==> config.mk <==
export PLATFORM = sky130hd
export DESIGN_NAME = accel_i2c_target_port
export DESIGN_NICKNAME = d
export VERILOG_FILES = /design/src/hw/accel_i2c_pkg.sv /design/src/hw/accel_i2c_target_port.sv
export SDC_FILE = /design/constraint.sdc
export NUM_CORES = 1
export LEC_CHECK = 0
export BUFFER_PORTS_ARGS = -buffer_cell sky130_fd_sc_hd__buf_2
export CORE_ASPECT_RATIO = 1.75
export CORE_MARGIN = 3
export CORE_UTILIZATION = 55
export DETAILED_ROUTE_END_ITERATION = 7
export PLACE_DENSITY = 0.82
export SYNTH_ARGS = -nofsm -noshare
export SYNTH_HDL_FRONTEND = slang
export SYNTH_SLANG_ARGS = --single-unit
==> constraint.sdc <==
create_clock -name mclk -period 2.6 [get_ports mclk]
set_input_delay 0.52 -clock mclk [delete_from_list [all_inputs] [get_ports mclk]]
set_output_delay 0.52 -clock mclk [all_outputs]
set_load 0.02 [all_outputs]
==> src/hw/accel_i2c_pkg.sv <==
// Constants, state encodings and the state record of the two-wire target port.
// Assumes a single 50 MHz system clock that oversamples the bus pins.
package accel_i2c_pkg;

    // Seven-bit target addresses picked by the address-select pin.
    localparam logic [6:0] ADDR_SEL_HIGH = 7'h1D;
    localparam logic [6:0] ADDR_SEL_LOW  = 7'h53;

    // Bus rates that the port is built to follow.
    localparam int STD_RATE_HZ  = 100000;
    localparam int FAST_RATE_HZ = 400000;
    localparam int MCLK_HZ      = 50000000;
    // System clocks in half a fast-mode bus period, rounded down.
    localparam int FAST_HALF_CYCLES = MCLK_HZ / (2 * FAST_RATE_HZ);

    localparam logic [3:0] BITS_PER_BYTE = 4'h8;
    localparam logic [3:0] BIT_ZERO      = 4'h0;
    localparam logic [3:0] BIT_STEP      = 4'h1;
    localparam logic [7:0] PTR_STEP      = 8'h01;
    localparam logic [7:0] PTR_RESET     = 8'h00;
    localparam int         RW_BIT        = 0;

    typedef enum logic [4:0] {
        ST_IDLE = 5'h01,
        ST_RX   = 5'h02,
        ST_ACK  = 5'h04,
        ST_TX   = 5'h08,
        ST_RACK = 5'h10
    } port_state_e;

    typedef enum logic [2:0] {
        K_ADDR = 3'h1,
        K_PTR  = 3'h2,
        K_DATA = 3'h4
    } byte_kind_e;

    typedef struct packed {
        logic        sclS1;
        logic        sclS2;
        logic        sclD;
        logic        sdaS1;
        logic        sdaS2;
        logic        sdaD;
        logic        selS1;
        logic        selS2;
        logic        altS1;
        logic        altS2;
        port_state_e state;
        byte_kind_e  kind;
        logic [3:0]  bitCnt;
        logic [7:0]  shift;
        logic        readMode;
        logic        nack;
        logic        sdaLow;
        logic [7:0]  pointer;
        logic [7:0]  wrData;
        logic        wrStrobe;
        logic        rdStrobe;
    } port_regs_s;

endpackage

==> src/hw/accel_i2c_target_port.sv <==
// Two-wire serial target port that reaches the sensor's register space.
// Assumes bus pins and select pins arrive asynchronously, and that the
// register space answers regRdData combinationally from regAddr on mclk.
//
// Notes on behaviour
// - Interface-select high makes the port a bus target.
// - Serve standard and fast rates; controller stays below.
// - Single and multiple byte reads and writes work.
// - Select pin high answers address 0x1D.
// - Select pin low answers address 0x53.
// - Read phase follows repeated start or stop-start.
// - While selected, any start begins a transaction.
`timescale 1ns/10ps
module accel_i2c_target_port
    import accel_i2c_pkg::*;
(
    // Clock and reset.
    input  wire logic       mclk,
    input  wire logic       rst_n,
    // Mode pins.
    input  wire logic       interfaceSelect,
    input  wire logic       targetAddressSelect,
    // Two-wire bus.
    input  wire logic       sclIn,
    input  wire logic       sdaIn,
    output logic            sdaOut,
    output logic            sdaOeN,
    // Register space.
    output logic [7:0]      regAddr,
    output logic [7:0]      regWrData,
    output logic            regWrStrobe,
    output logic            regRdStrobe,
    input  wire logic [7:0] regRdData
);

    port_regs_s st;
    port_regs_s next_st;

    logic sclRise;
    logic sclFall;
    logic startCond;
    logic stopCond;
    logic [6:0] ownAddr;

    function automatic logic [3:0] bitInc(input logic [3:0] n);
        return n + BIT_STEP;
    endfunction

    assign sclRise   = st.sclS2 & ~st.sclD;
    assign sclFall   = ~st.sclS2 & st.sclD;
    assign startCond = st.sclS2 & st.sclD & st.sdaD & ~st.sdaS2;
    assign stopCond  = st.sclS2 & st.sclD & ~st.sdaD & st.sdaS2;
    assign ownAddr   = st.altS2 ? ADDR_SEL_HIGH : ADDR_SEL_LOW;

    ////////////////////////////////////////////////////////////////////////////////

    always_comb begin
        next_st = st;
        next_st.sclS1 = sclIn;
        next_st.sclS2 = st.sclS1;
        next_st.sclD  = st.sclS2;
        next_st.sdaS1 = sdaIn;
        next_st.sdaS2 = st.sdaS1;
        next_st.sdaD  = st.sdaS2;
        next_st.selS1 = interfaceSelect;
        next_st.selS2 = st.selS1;
        next_st.altS1 = targetAddressSelect;
        next_st.altS2 = st.altS1;
        next_st.wrStrobe = 1'b0;
        next_st.rdStrobe = 1'b0;

        if (!st.selS2) begin
            next_st.state  = ST_IDLE;
            next_st.sdaLow = 1'b0;
        end else if (startCond) begin
            // A repeated start lands here from any state.
            next_st.state  = ST_RX;
            next_st.kind   = K_ADDR;
            next_st.bitCnt = BIT_ZERO;
            next_st.sdaLow = 1'b0;
        end else if (stopCond) begin
            // The pointer survives a stop so that stop-start reads continue.
            next_st.state  = ST_IDLE;
            next_st.sdaLow = 1'b0;
        end else begin
            unique case (st.state)
                ST_IDLE: begin
                end
                ST_RX: begin
                    if (sclRise) begin
                        next_st.shift  = {st.shift[6:0], st.sdaS2};
                        next_st.bitCnt = bitInc(st.bitCnt);
                    end else if (sclFall && st.bitCnt == BITS_PER_BYTE) begin
                        next_st.bitCnt = BIT_ZERO;
                        if (st.kind == K_ADDR) begin
                            if (st.shift[7:1] == ownAddr) begin
                                next_st.readMode = st.shift[RW_BIT];
                                next_st.sdaLow   = 1'b1;
                                next_st.state    = ST_ACK;
                            end else begin
                                next_st.state = ST_IDLE;
                            end
                        end else if (st.kind == K_PTR) begin
                            next_st.pointer = st.shift;
                            next_st.sdaLow  = 1'b1;
                            next_st.state   = ST_ACK;
                        end else begin
                            next_st.wrData   = st.shift;
                            next_st.wrStrobe = 1'b1;
                            next_st.sdaLow   = 1'b1;
                            next_st.state    = ST_ACK;
                        end
                    end
                end
                ST_ACK: begin
                    if (sclFall) begin
                        next_st.bitCnt = BIT_ZERO;
                        if (st.kind == K_ADDR && st.readMode) begin
                            next_st.shift    = {regRdData[6:0], 1'b0};
                            next_st.sdaLow   = ~regRdData[7];
                            next_st.rdStrobe = 1'b1;
                            next_st.pointer  = st.pointer + PTR_STEP;
                            next_st.state    = ST_TX;
                        end else begin
                            next_st.sdaLow = 1'b0;
                            next_st.state  = ST_RX;
                            if (st.kind == K_ADDR) begin
                                next_st.kind = K_PTR;
                            end else if (st.kind == K_PTR) begin
                                next_st.kind = K_DATA;
                            end else begin
                                next_st.pointer = st.pointer + PTR_STEP;
                            end
                        end
                    end
                end
                ST_TX: begin
                    if (sclRise) begin
                        next_st.bitCnt = bitInc(st.bitCnt);
                    end else if (sclFall) begin
                        if (st.bitCnt == BITS_PER_BYTE) begin
                            next_st.sdaLow = 1'b0;
                            next_st.state  = ST_RACK;
                        end else begin
                            next_st.sdaLow = ~st.shift[7];
                            next_st.shift  = {st.shift[6:0], 1'b0};
                        end
                    end
                end
                ST_RACK: begin
                    if (sclRise) begin
                        next_st.nack = st.sdaS2;
                    end else if (sclFall) begin
                        next_st.bitCnt = BIT_ZERO;
                        if (st.nack) begin
                            next_st.state = ST_IDLE;
                        end else begin
                            next_st.shift    = {regRdData[6:0], 1'b0};
                            next_st.sdaLow   = ~regRdData[7];
                            next_st.rdStrobe = 1'b1;
                            next_st.pointer  = st.pointer + PTR_STEP;
                            next_st.state    = ST_TX;
                        end
                    end
                end
                default: begin
                    next_st.state  = ST_IDLE;
                    next_st.sdaLow = 1'b0;
                end
            endcase
        end
    end

    always_ff @(posedge mclk or negedge rst_n) begin
        if (!rst_n) begin
            st          <= '0;
            st.sclS1    <= 1'b1;
            st.sclS2    <= 1'b1;
            st.sclD     <= 1'b1;
            st.sdaS1    <= 1'b1;
            st.sdaS2    <= 1'b1;
            st.sdaD     <= 1'b1;
            st.state    <= ST_IDLE;
            st.kind     <= K_ADDR;
            st.pointer  <= PTR_RESET;
        end else begin
            st <= next_st;
        end
    end

    ////////////////////////////////////////////////////////////////////////////////

    // The pin is only ever pulled low; the enable is active low.
    assign sdaOut      = 1'b0;
    assign sdaOeN      = ~st.sdaLow;
    assign regAddr     = st.pointer;
    assign regWrData   = st.wrData;
    assign regWrStrobe = st.wrStrobe;
    assign regRdStrobe = st.rdStrobe;

    ////////////////////////////////////////////////////////////////////////////////

    property p_deselectIdle;
        @(posedge mclk) disable iff (!rst_n)
        !st.selS2 |=> (st.state == ST_IDLE) && sdaOeN;
    endproperty
    a_deselectIdle: assert property (p_deselectIdle) else $error("port active while deselected");

    property p_sdaMovesWhileSclLow;
        @(posedge mclk) disable iff (!rst_n)
        $changed(sdaOeN) && !startCond && !stopCond && st.selS2 |-> !st.sclS2;
    endproperty
    a_sdaMovesWhileSclLow: assert property (p_sdaMovesWhileSclLow) else $error("sda moved with scl high");

    property p_readAdvances;
        @(posedge mclk) disable iff (!rst_n)
        regRdStrobe |-> regAddr == $past(regAddr) + PTR_STEP;
    endproperty
    a_readAdvances: assert property (p_readAdvances) else $error("read pointer did not advance");

    property p_ackHigh;
        @(posedge mclk) disable iff (!rst_n)
        st.selS2 && !startCond && !stopCond && st.state == ST_RX && st.kind == K_ADDR
        && sclFall && st.bitCnt == BITS_PER_BYTE && st.altS2
        |=> (st.shift[7:1] == ADDR_SEL_HIGH) == !sdaOeN;
    endproperty
    a_ackHigh: assert property (p_ackHigh) else $error("wrong answer to high address");

    property p_ackLow;
        @(posedge mclk) disable iff (!rst_n)
        st.selS2 && !startCond && !stopCond && st.state == ST_RX && st.kind == K_ADDR
        && sclFall && st.bitCnt == BITS_PER_BYTE && !st.altS2
        |=> (st.shift[7:1] == ADDR_SEL_LOW) == !sdaOeN;
    endproperty
    a_ackLow: assert property (p_ackLow) else $error("wrong answer to low address");

    property p_stopKeepsPointer;
        @(posedge mclk) disable iff (!rst_n)
        st.selS2 && stopCond |=> (st.state == ST_IDLE) && $stable(regAddr);
    endproperty
    a_stopKeepsPointer: assert property (p_stopKeepsPointer) else $error("stop lost pointer");

    property p_startBegins;
        @(posedge mclk) disable iff (!rst_n)
        st.selS2 && startCond |=> st.state == ST_RX && st.kind == K_ADDR && st.bitCnt == BIT_ZERO;
    endproperty
    a_startBegins: assert property (p_startBegins) else $error("start not taken");

    property p_writeAdvances;
        @(posedge mclk) disable iff (!rst_n)
        st.state == ST_ACK && st.kind == K_DATA && sclFall
        && st.selS2 && !startCond && !stopCond
        |=> regAddr == $past(regAddr) + PTR_STEP;
    endproperty
    a_writeAdvances: assert property (p_writeAdvances) else $error("write pointer stuck");

endmodule

==> metrics.md, run 1 <==
| Metric | Value |
|---|---|
| Status | completed |
| Final setup fails | 0 |
| Adder-cell share of the synthesized area | 1.30% |
| Worst-Skew Late Latency | just over 0.3 ns |
| Slew Limit Headroom | ~53% |
| Cell taking the most area after synthesis | dfrtp_1 |
| Via/cell ratio | 6.30 |
| Endpoint class of the critical path | flip-flop |
| Peak VDD IR | 0.000409 V |
| Share of the synthesized area in the top cell type | 37.2% |
| Wire length per cell | around 19 um |
| Fin. Hold Viols | 0 |
| CTS H-tree lvls | 2 |
| First-pass GRT wire length | 11700 um |
| Critical path required time | about 2.8 ns |
| Final critical-path required period | 2.46 ns |
| Worst Tran Pin Value | 0.701 ns |
| HPWL after DPL | 5480 um |
| Slew Viols, Final | 0 |
| Crit path max fanout | 11 |
| DR pass1 iterations | 5 |
| Post-placement cell count | roughly 370 |
| Most frequent cells in the layout | nand2_1 (43), dfrtp_1 (43), buf_2 (32) |
| Routed WL | 7250 um |
| Register area share after synthesis | 44.5% |
| Antenna Nets Post-Route | 0 |
| Layout cell share with drive strength beyond 1 | 30.4% |
| Die Area | 6200 um^2 |
| Commonest register cell after synthesis | dfrtp_1 |
| XOR/XNOR share of the synthesized area | 0.909% |
| Reg2reg start | st[37] |
| TritonCTS Buffers | 5 |
| Worst reg2reg setup slack | between 0.1 and 0.15 ns |
| Layout fillers | 420 |
| Post-CTS setup buffer count | 0 |
| CTS tree | done |
| Reg2reg end | regAddr[0] |
| Max Fclk | approximately 0.41 GHz |
| Syn. warnings | 0 |
| Post-synth EDFFs | 0 |
| Worst setup SP type | flip-flop |
| Initial antenna violation count | 0 |
| GRT overflow | 0 |
| Min-delay worst type | in -> async |
| Final setup TNS | 0 ns |
| Hold-fix buffers, CTS | 0 |
| Period utilization | a little over nine tenths |
| CTS sink cnt | approximately 50 |
| Storage element area | ~1300 um^2 |
| 1st-iter DRT viols | a little under 100 |
| Post-route DRC | 0 |
| I/O pin count | 34 |
| Power per Cell Area | 482 nW/um^2 |
| Die height | approximately 100 um |
| R2R depth | 7 |
| Gate Count Post-Synth | 296 |
| Simple-Gate Fraction of Synth Area | between 20% and 30% |
| Multiplexer share of the synthesized area | 7.36% |
| Clock transition at path regs | 0.10 ns |
| Syn_area_per_cell | approximately 9.8 um^2 |
| Seq cells post-synth | 51 |
| Design Power | 1.52 mW |
| Routability Congestion | 0.947 |
| Maximum number of pins on one net before global-route repair | 31 |
| CTS Root Cell | clkbuf_8 |
| Synth Area in Compound Gates | 16.9% |
| Global-route usage over all layers | 25.4% |
| Die width | 60.8 um |
| Nets | between 300 and 400 |
| Max cap viols | 0 |
| Critical path type | reg -> reg |
| Vias | approximately 2400 |
| Yosys cell types | 60 |
| Fraction of registers with async set/reset | 100% |
| Initial core utilization | 57.6% |
| RSZ-0062 raised after global routing | false |
| Area Overhead vs Synth | 9.04% |
| Area occupied by multi-input gates | 1380 um^2 |
| Synth Cell Area | 2890 um^2 |
| Largest family of logic cells by synthesized area | simple AND/OR/NAND/NOR gates |
| Post_cts resized | 0 |
| Rows | 34 |
| Leakage | around 1.4 nW |
| Clock tree buffer depth | 2 |
| Critical Path AT | about 2.7 ns |
| Area of the core | 5020 um^2 |
| Core Util, Final | approximately 63% |
| Non-filler cells, final | 380 |
| Ranking of synthesized cells by area | dfrtp_1 (37%), dfstp_2 (7.3%), mux2_2 (7.0%) |
| # diodes | 0 |
| Post-Synthesis Net Count | 313 |
| Clk_skew | 0.0153 ns |
| PortBufs | 32 |
| Vias in the first global route | 2376 |
-- synthesized netlist by cell type (6+ instances only) --
master	instances
o21ai_0	18
dfrtp_1	43
a21oi_1	10
nor2b_1	7
dfstp_2	8
buf_4	18
nand2b_1	8
nand3_1	6
nor3_1	6
nand2_1	43
inv_1	7
nor2_1	14
mux2_2	18
-- cell type report --
cell class / instances / area share [%]
clock buffers: 6 / 2.30
clock inverters: 2 / 0.397
inverters: 7 / 0.833
multi-input cells: 208 / 43.7
flip-flops and latches: 51 / 40.8
well taps: 54 / 2.14
repair buffers: 52 / 9.84
-- through the flow --
| stage | setup slack, ns | hold slack (ns) | area [um^2] |
|---|---|---|---|
| 3_5_place_dp | 0.187 | 0.336 | 3070 |
| 2_1_floorplan | 0.287 | 0.224 | 2890 |
| 3_3_place_gp | 0.272 | 0.333 | 3070 |
| 4_1_cts | 0.152 | 0.255 | 3150 |
| 5_1_grt | 0.00236 | 0.276 | 3150 |
| 6_report | 0.139 | 0.240 | 3150 |
-- worst max-delay path by stage --
stage / start / end / slack [ns] / cells after the start
after CTS: st[37] / regAddr[0] / 0.15 / 7
after detailed placement: st[37] / regAddr[0] / 0.19 / 7
after floorplan: st[29] / regAddr[2] / 0.29 / 9
after global routing: st[37] / regAddr[0] / 0.002 / 7
final: st[37] / regAddr[0] / 0.14 / 7
after global placement: st[37] / regAddr[0] / 0.27 / 7
-- sequential cells by signal (all words and copies together), names as in the netlist --
signal,flops
regRdStrobe,1
next_st,6
regWrData,8
regWrStrobe,1
st,27
regAddr,8
-- logic make-up after synthesis --
logic type	count (synthesis)
mux	19
compound gates	69
flops	51
buf+inv	37
xor+xnor	3
simple gates	113
other cells	1
fa+ha+maj	3
-- routing by layer --
layer / track usage, % / vias to the layer above / share of wire (%) / wire, um
met2: 43.0 / 90 / 53 / 3830
met5: 0 / - / 0 / 0
met3: 4.42 / 42 / 4.2 / 301
li1: - / 1105 / - / -
met4: 15.9 / 0 / 6.6 / 476
met1: 28.5 / 1158 / 36 / 2640
-- critical path, cell delays in order, from the launching register on --
cell,delay (ns)
dfrtp_1,0.55
nor4b_4,0.35
nand2b_1,0.13
or4_4,0.51
a211oi_4,0.47
buf_4,0.23
nor2_1,0.05
a21oi_2,0.10
-- power by group --
| group | switching (mW) | internal, mW |
|---|---|---|
| logic | 0.110 | 0.0799 |
| clock network | 0.257 | 0.189 |
| registers | 0.0488 | 0.834 |
| total | 0.416 | 1.10 |
Power figures use the tool's default switching activity.
==> run 2, diff against run 1 <==
==> constraint.sdc (replaced) <==
create_clock -name mclk -period 2.3 [get_ports mclk]
set_input_delay 0.46 -clock mclk [delete_from_list [all_inputs] [get_ports mclk]]
set_output_delay 0.46 -clock mclk [all_outputs]
set_load 0.02 [all_outputs]
==> metrics.md, run 2 (same netlist as run 1, synthesis figures left out) <==
| Metric | Value |
|---|---|
| Min-delay worst type | in -> reg |
| Worst Tran Pin Value | 0.623 ns (-0.0776 ns) |
| Sw frac | 26.1% (-1.3 points) |
| CTS tree | done |
| Global-route usage over all layers | 25.2% (-0.23 points) |
| Leakage | 1.50 nW (+8.3%) |
| Clock tree buffer depth | 2 (unchanged) |
| Final setup fails | 0 (unchanged) |
| Peak VDD IR | 0.000460 V (+13%) |
| Die height | 102 um (unchanged) |
| Clk_skew | 0.0158 ns (+0.000425 ns) |
| Crit path max fanout | 12 (+1) |
| Via/cell ratio | 6.24 (-1.0%) |
| HPWL after DPL | 5440 um (-0.66%) |
| GRT overflow | 0 (unchanged) |
| R2R depth | 5 (-2) |
| Critical path type | reg -> reg |
| Fin. Hold Viols | 0 (unchanged) |
| Status | completed |
| Max FFs per register | 27 (unchanged) |
| Rows | 34 (unchanged) |
| Vias in the first global route | 2495 (+5.0%) |
| CTS Root Cell | clkbuf_8 |
| Slew Viols, Final | 0 (unchanged) |
| Final critical-path required period | 2.23 ns (-0.234 ns) |
| Worst hold slack | 0.251 ns (+0.0107 ns) |
| Area of the core | 5020 um^2 (unchanged) |
| CTS sink cnt | 51 (unchanged) |
| First-pass GRT wire length | 11700 um (+0.35%) |
| 1st-iter DRT viols | 134 (+35%) |
| Worst-Skew Late Latency | 0.31 ns (about the same) |
| Post-route DRC | 0 (unchanged) |
| Antenna Nets Post-Route | 0 (unchanged) |
| Area Overhead vs Synth | 16.5% |
| Worst setup SP type | flip-flop |
| Endpoint class of the critical path | flip-flop |
| I/O pin count | 34 (unchanged) |
| Commonest non-fill, non-tap cell in the layout | nand2_1 |
| Max cap viols | 0 (unchanged) |
| Routability Congestion | 0.914 (-3.5%) |
| RSZ-0062 raised after global routing | true |
| NetSw | 455 uW (+9.4%) |
| Maximum number of pins on one net before global-route repair | 52 (+68%) |
| Int Pwr | 1.29 mW (+17%) |
| CTS H-tree lvls | 2 (unchanged) |
| Vias | 2502 (+4.5%) |
| # diodes | 0 (unchanged) |
| Die width | 60.8 um (unchanged) |
| Routed WL | 7090 um (-2.1%) |
| Hold path depth | 1 |
| Max Fclk | 0.449 GHz (+11%) |
| Largest register by flop count | st |
| Nets | 363 (+6.1%) |
| Design Power | 1.75 mW (+15%) |
| DR pass1 iterations | 4 (-1) |
| Critical Path AT | 2.47 ns (-0.22 ns) |
| Initial core utilization | 57.6% (unchanged) |
| Hold-fix buffers, CTS | 0 (unchanged) |
| Gate power share | 13.4% (+0.9 points) |
| Most frequent cells in the layout | nand2_1 (43), dfrtp_1 (39), buf_4 (38) |
| Period utilization | 96.8% (+2.2 points) |
| Power per Cell Area | 518 nW/um^2 (+7.6%) |
| Die Area | 6200 um^2 (unchanged) |
| Critical path required time | 2.54 ns (-0.29 ns) |
| Reg power frac | 56.8% (-1.3 points) |
| Clock transition at path regs | 0.09 ns (about the same) |
| Clock share of power | 29.8% (+0.4 points) |
| TritonCTS Buffers | 5 (unchanged) |
| PortBufs | 32 (unchanged) |
| Slew Limit Headroom | 58.5% (+5.2 points) |
| Initial antenna violation count | 0 (unchanged) |
| Layout cell share with drive strength beyond 1 | 37.2% (+6.8 points) |
| Wire length per cell | 17.7 um (-7.3%) |
[run 2: critical path, stage by stage (launching register included)]
cell,delay (ns)
dfrtp_2,0.47
buf_4,0.17
or4_1,0.65
buf_4,0.25
o41ai_1,0.43
a22o_1,0.20
[run 2: through the flow]
stage / setup TNS [ns] / instance area [um^2] / std cells / util [%] / worst slack, ns
floorplan: 0 / 2890 / 296 / - / 0.0183
global placement: 0 / 3220 / 389 / 64.2 / 0.0286
CTS: 0 / 3310 / 397 / 66.0 / 0.0443
finish: 0 / 3370 / 401 / 67.1 / 0.0730
detailed placement: 0 / 3220 / 389 / 64.2 / 0.0393
global route: -0.0102 / 3370 / 401 / 67.1 / -0.00550
[run 2: final timing paths]
path                                to  slack (ns)           startpoint
max                         regAddr[7]        0.07               st[37]
min                        next_st[41]        0.25  targetAddressSelect
max reg2reg                 regAddr[7]        0.07               st[37]
min reg2reg                     st[43]        0.35          next_st[43]
max in group asynchronous       st[39]        1.59                rst_n
min in group asynchronous       st[43]        0.26                rst_n
[run 2: cell type report]
| cell class | count | area [um^2] |
|---|---|---|
| Clock buffer | 7 | 86.3 |
| Clock inverter | 1 | 5.00 |
| Fill cell | 410 | 1650 |
| Inverter | 7 | 26.3 |
| Multi-Input combinational cell | 208 | 1400 |
| Sequential cell | 51 | 1290 |
| Tap cell | 54 | 67.6 |
| Timing Repair Buffer | 73 | 490 |
[run 2: repair_timing]
action,in CTS,in global routing
setup endpoints to repair,2,13
pin swaps,0,1
buffers inserted,0,4
gates resized for setup,2,8
[run 2: metal layers]
layer / vias to the layer above / share of wire, % / track usage [%]
li1: 1151 / - / -
met5: - / 0 / 0
met4: 0 / 5.0 / 14.2
met1: 1233 / 35 / 28.3
met3: 27 / 4.1 / 3.67
met2: 91 / 56 / 43.8
[run 2: power groups by stage]
| stage | sequential [mW] | clock [mW] | combinational (mW) |
|---|---|---|---|
| 5_1_grt | 0.998 | 0.574 | 0.261 |
| 3_3_place_gp | 1.00 | 0 | 0.225 |
| 4_1_cts | 0.990 | 0.535 | 0.230 |
| 3_5_place_dp | 1.01 | 0 | 0.229 |
| 6_report | 0.992 | 0.521 | 0.233 |
| 2_1_floorplan | 0.988 | 0 | 0.140 |
==> run 3, diff against run 2 <==
--- a/config.mk
+++ b/config.mk
@@ -6,11 +6,14 @@
 export NUM_CORES = 1
 export LEC_CHECK = 0
 export BUFFER_PORTS_ARGS = -buffer_cell sky130_fd_sc_hd__buf_2
+export CAP_MARGIN = 0
+export CELL_PAD_IN_SITES_DETAIL_PLACEMENT = 1
+export CELL_PAD_IN_SITES_GLOBAL_PLACEMENT = 1
 export CORE_ASPECT_RATIO = 1.75
 export CORE_MARGIN = 3
-export CORE_UTILIZATION = 55
+export CORE_UTILIZATION = 45
 export DETAILED_ROUTE_END_ITERATION = 7
-export PLACE_DENSITY = 0.82
+export PLACE_DENSITY = 0.85
 export SYNTH_ARGS = -nofsm -noshare
 export SYNTH_HDL_FRONTEND = slang
 export SYNTH_SLANG_ARGS = --single-unit
==> metrics.md, run 3 (same netlist as run 1, synthesis figures left out) <==
| Metric | Value |
|---|---|
| Routability Congestion | 0.899 (-1.6%) |
| GRT overflow | 0 (unchanged) |
| Reg2reg end | st[24] |
| Final instance area | 3540 um^2 (+5.0%) |
| Vias | 2608 (+4.2%) |
| Max Fclk | 0.438 GHz (-2.4%) |
| CTS Root Cell | clkbuf_8 |
| Commonest non-fill, non-tap cell in the layout | nand2_1 |
| Fin. Hold Viols | 0 (unchanged) |
| Power per Cell Area | 522 nW/um^2 (+0.71%) |
| Slew Limit Headroom | 60.6% (+2.2 points) |
| # diodes | 0 (unchanged) |
| Post-route DRC | 0 (unchanged) |
| CTS H-tree lvls | 2 (unchanged) |
| Most frequent cells in the layout | nand2_1 (43), dfrtp_1 (39), buf_4 (39) |
| Leakage | 1.53 nW (+2.0%) |
| Vias in the first global route | 2848 (+14%) |
| Hold-fix buffers, CTS | 0 (unchanged) |
| Max cap viols | 0 (unchanged) |
| Clock transition at path regs | 0.10 ns (about the same) |
| Die height | 112 um (+9.9%) |
| CTS sink cnt | 51 (unchanged) |
| CTS tree | done |
| Core Util, Final | 56.8% (-10 points) |
| Die Area | 7460 um^2 (+20%) |
| Worst Tran Pin Value | 0.591 ns (-0.0327 ns) |
| Reg2reg start | st[33] |
| Area of the core | 6230 um^2 (+24%) |
| Clk_skew | 0.00692 ns (-0.00884 ns) |
| Peak per-stage delay on the critical path | 0.59 ns (-0.06 ns) |
| Worst reg2reg setup slack | 0.02 ns (-0.06 ns) |
| Worst setup SP type | flip-flop |
| I/O pin count | 34 (unchanged) |
| R2R depth | 7 (+2) |
| PortBufs | 32 (unchanged) |
| HPWL after DPL | 6820 um (+25%) |
| Area Overhead vs Synth | 22.3% |
| RSZ-0062 raised after global routing | true |
| Post-placement cell count | 416 (+6.9%) |
| Critical Path AT | 2.49 ns (+0.02 ns) |
| Worst path cell trace | nor3b_1 > nand2_1 > nand2_1 > nand4b_1 > or3_4 > buf_4 > mux2_2 |
| Critical path required time | 2.51 ns (-0.03 ns) |
| TritonCTS Buffers | 5 (unchanged) |
| Post-DP Area | 3270 um^2 (+1.6%) |
| DR pass1 iterations | 4 (unchanged) |
| Maximum number of pins on one net before global-route repair | 27 (-48%) |
| WP buf/inv | 1 (-1) |
| Crit path max fanout | 4 (-8) |
| Period utilization | 99.2% (+2.4 points) |
| Final critical-path required period | 2.28 ns (+0.0558 ns) |
| Layout fillers | 722 (+76%) |
| Wire length per cell | 21.4 um (+21%) |
| Nets | 366 (+0.83%) |
| Rows | 38 (+12%) |
| Place WS | -0.0749 ns (-0.114 ns) |
| Non-filler cells, final | 430 (+7.2%) |
| Routed WL | 9190 um (+30%) |
| Min-delay worst type | in -> async |
| First-pass GRT wire length | 14100 um (+21%) |
| Antenna Nets Post-Route | 0 (unchanged) |
| 1st-iter DRT viols | 112 (-16%) |
| Peak VDD IR | 0.000451 V (-2.1%) |
| Final setup TNS | 0 ns (unchanged) |
| Setup WS post-layout | 0.0173 ns (-0.0558 ns) |
| Layout cell share with drive strength beyond 1 | 41.7% (+4.5 points) |
| Initial core utilization | 46.4% (-11 points) |
| Max FFs per register | 27 (unchanged) |
| Slowest library cell on the worst path | dfstp_2 |
| Slew Viols, Final | 0 (unchanged) |
| Final setup fails | 0 (unchanged) |
| Die width | 66.6 um (+9.5%) |
| Clock tree buffer depth | 2 (unchanged) |
| Endpoint class of the critical path | flip-flop |
| Crit path max-delay family | simple AND/OR/NAND/NOR gates |
| Largest register by flop count | st |
| Global-route usage over all layers | 25.3% (+0.12 points) |
| Status | completed |
| Initial antenna violation count | 0 (unchanged) |
| Critical path type | reg -> reg |
| CP dominant cell by count | nand2_1 |
| Via/cell ratio | 6.07 (-2.8%) |
| Worst-Skew Late Latency | 0.32 ns (about the same) |
==> run 3: cell types whose count changed in the layout (fill, tap and decap cells not counted), moves of 2 or more <==
cell / change
a211oi_1: -2
or3_1: -2
nor3_1: -3
nor3_2: +2
buf_12: +2
or3_4: +2
a211oi_2: +2
==> run 3: worst max path at each step <==
stage          startpoint          to  cells past startpoint
6_report           st[33]      st[24]                      7
3_5_place_dp       st[38]      st[24]                      7
5_1_grt            st[33]      st[24]                      7
2_1_floorplan      st[29]  regAddr[2]                      9
3_3_place_gp       st[38]      st[24]                      7
4_1_cts            st[38]      st[24]                      7
==> run 3: worst reg2reg max path, delay by kind of cell (launching register included) <==
| family | cells | cell delay, ns |
|---|---|---|
| buffers and inverters | 1 | 0.17 |
| DFF | 1 | 0.59 |
| muxes | 1 | 0.27 |
| and+or+nand+nor | 5 | 1.14 |
==> run 3: routing by layer <==
metal	GRT usage, %	vias up	routed length (um)
met4	18.6	0	634
met3	2.90	45	289
met2	46.4	94	5170
met1	24.6	1316	3100
met5	0	-	0
li1	-	1153	-
==> run 3: final cells by class <==
class,count,area [um^2],share of cell area (%)
well taps,80,100,2.83
multi-input cells,208,1480,41.7
repair buffers,76,544,15.4
clock inverters,2,16.3,0.460
inverters,7,26.3,0.743
clock buffers,6,82.6,2.33
flip-flops and latches,51,1290,36.5
==> run 3: metrics by stage <==
step / power [mW] / hold slack [ns]
2_1_floorplan: 1.13 / 0.164
3_3_place_gp: 1.25 / 0.334
3_5_place_dp: 1.27 / 0.343
4_1_cts: 1.84 / 0.134
5_1_grt: 1.92 / 0.159
6_report: 1.85 / 0.125
==> run 3: where the power goes <==
part           internal [mW]  total, mW  switching (mW)
logic                  0.116      0.269           0.153
registers              0.944       1.01          0.0618
clock network          0.246      0.572           0.326
total                   1.31       1.85           0.541
==> run 3: what timing repair did <==
action / CTS / global route
pin swaps: 0 / 5
resized for setup: 7 / 19
buffers inserted: 0 / 6
endpoints found under the setup margin: 13 / 22
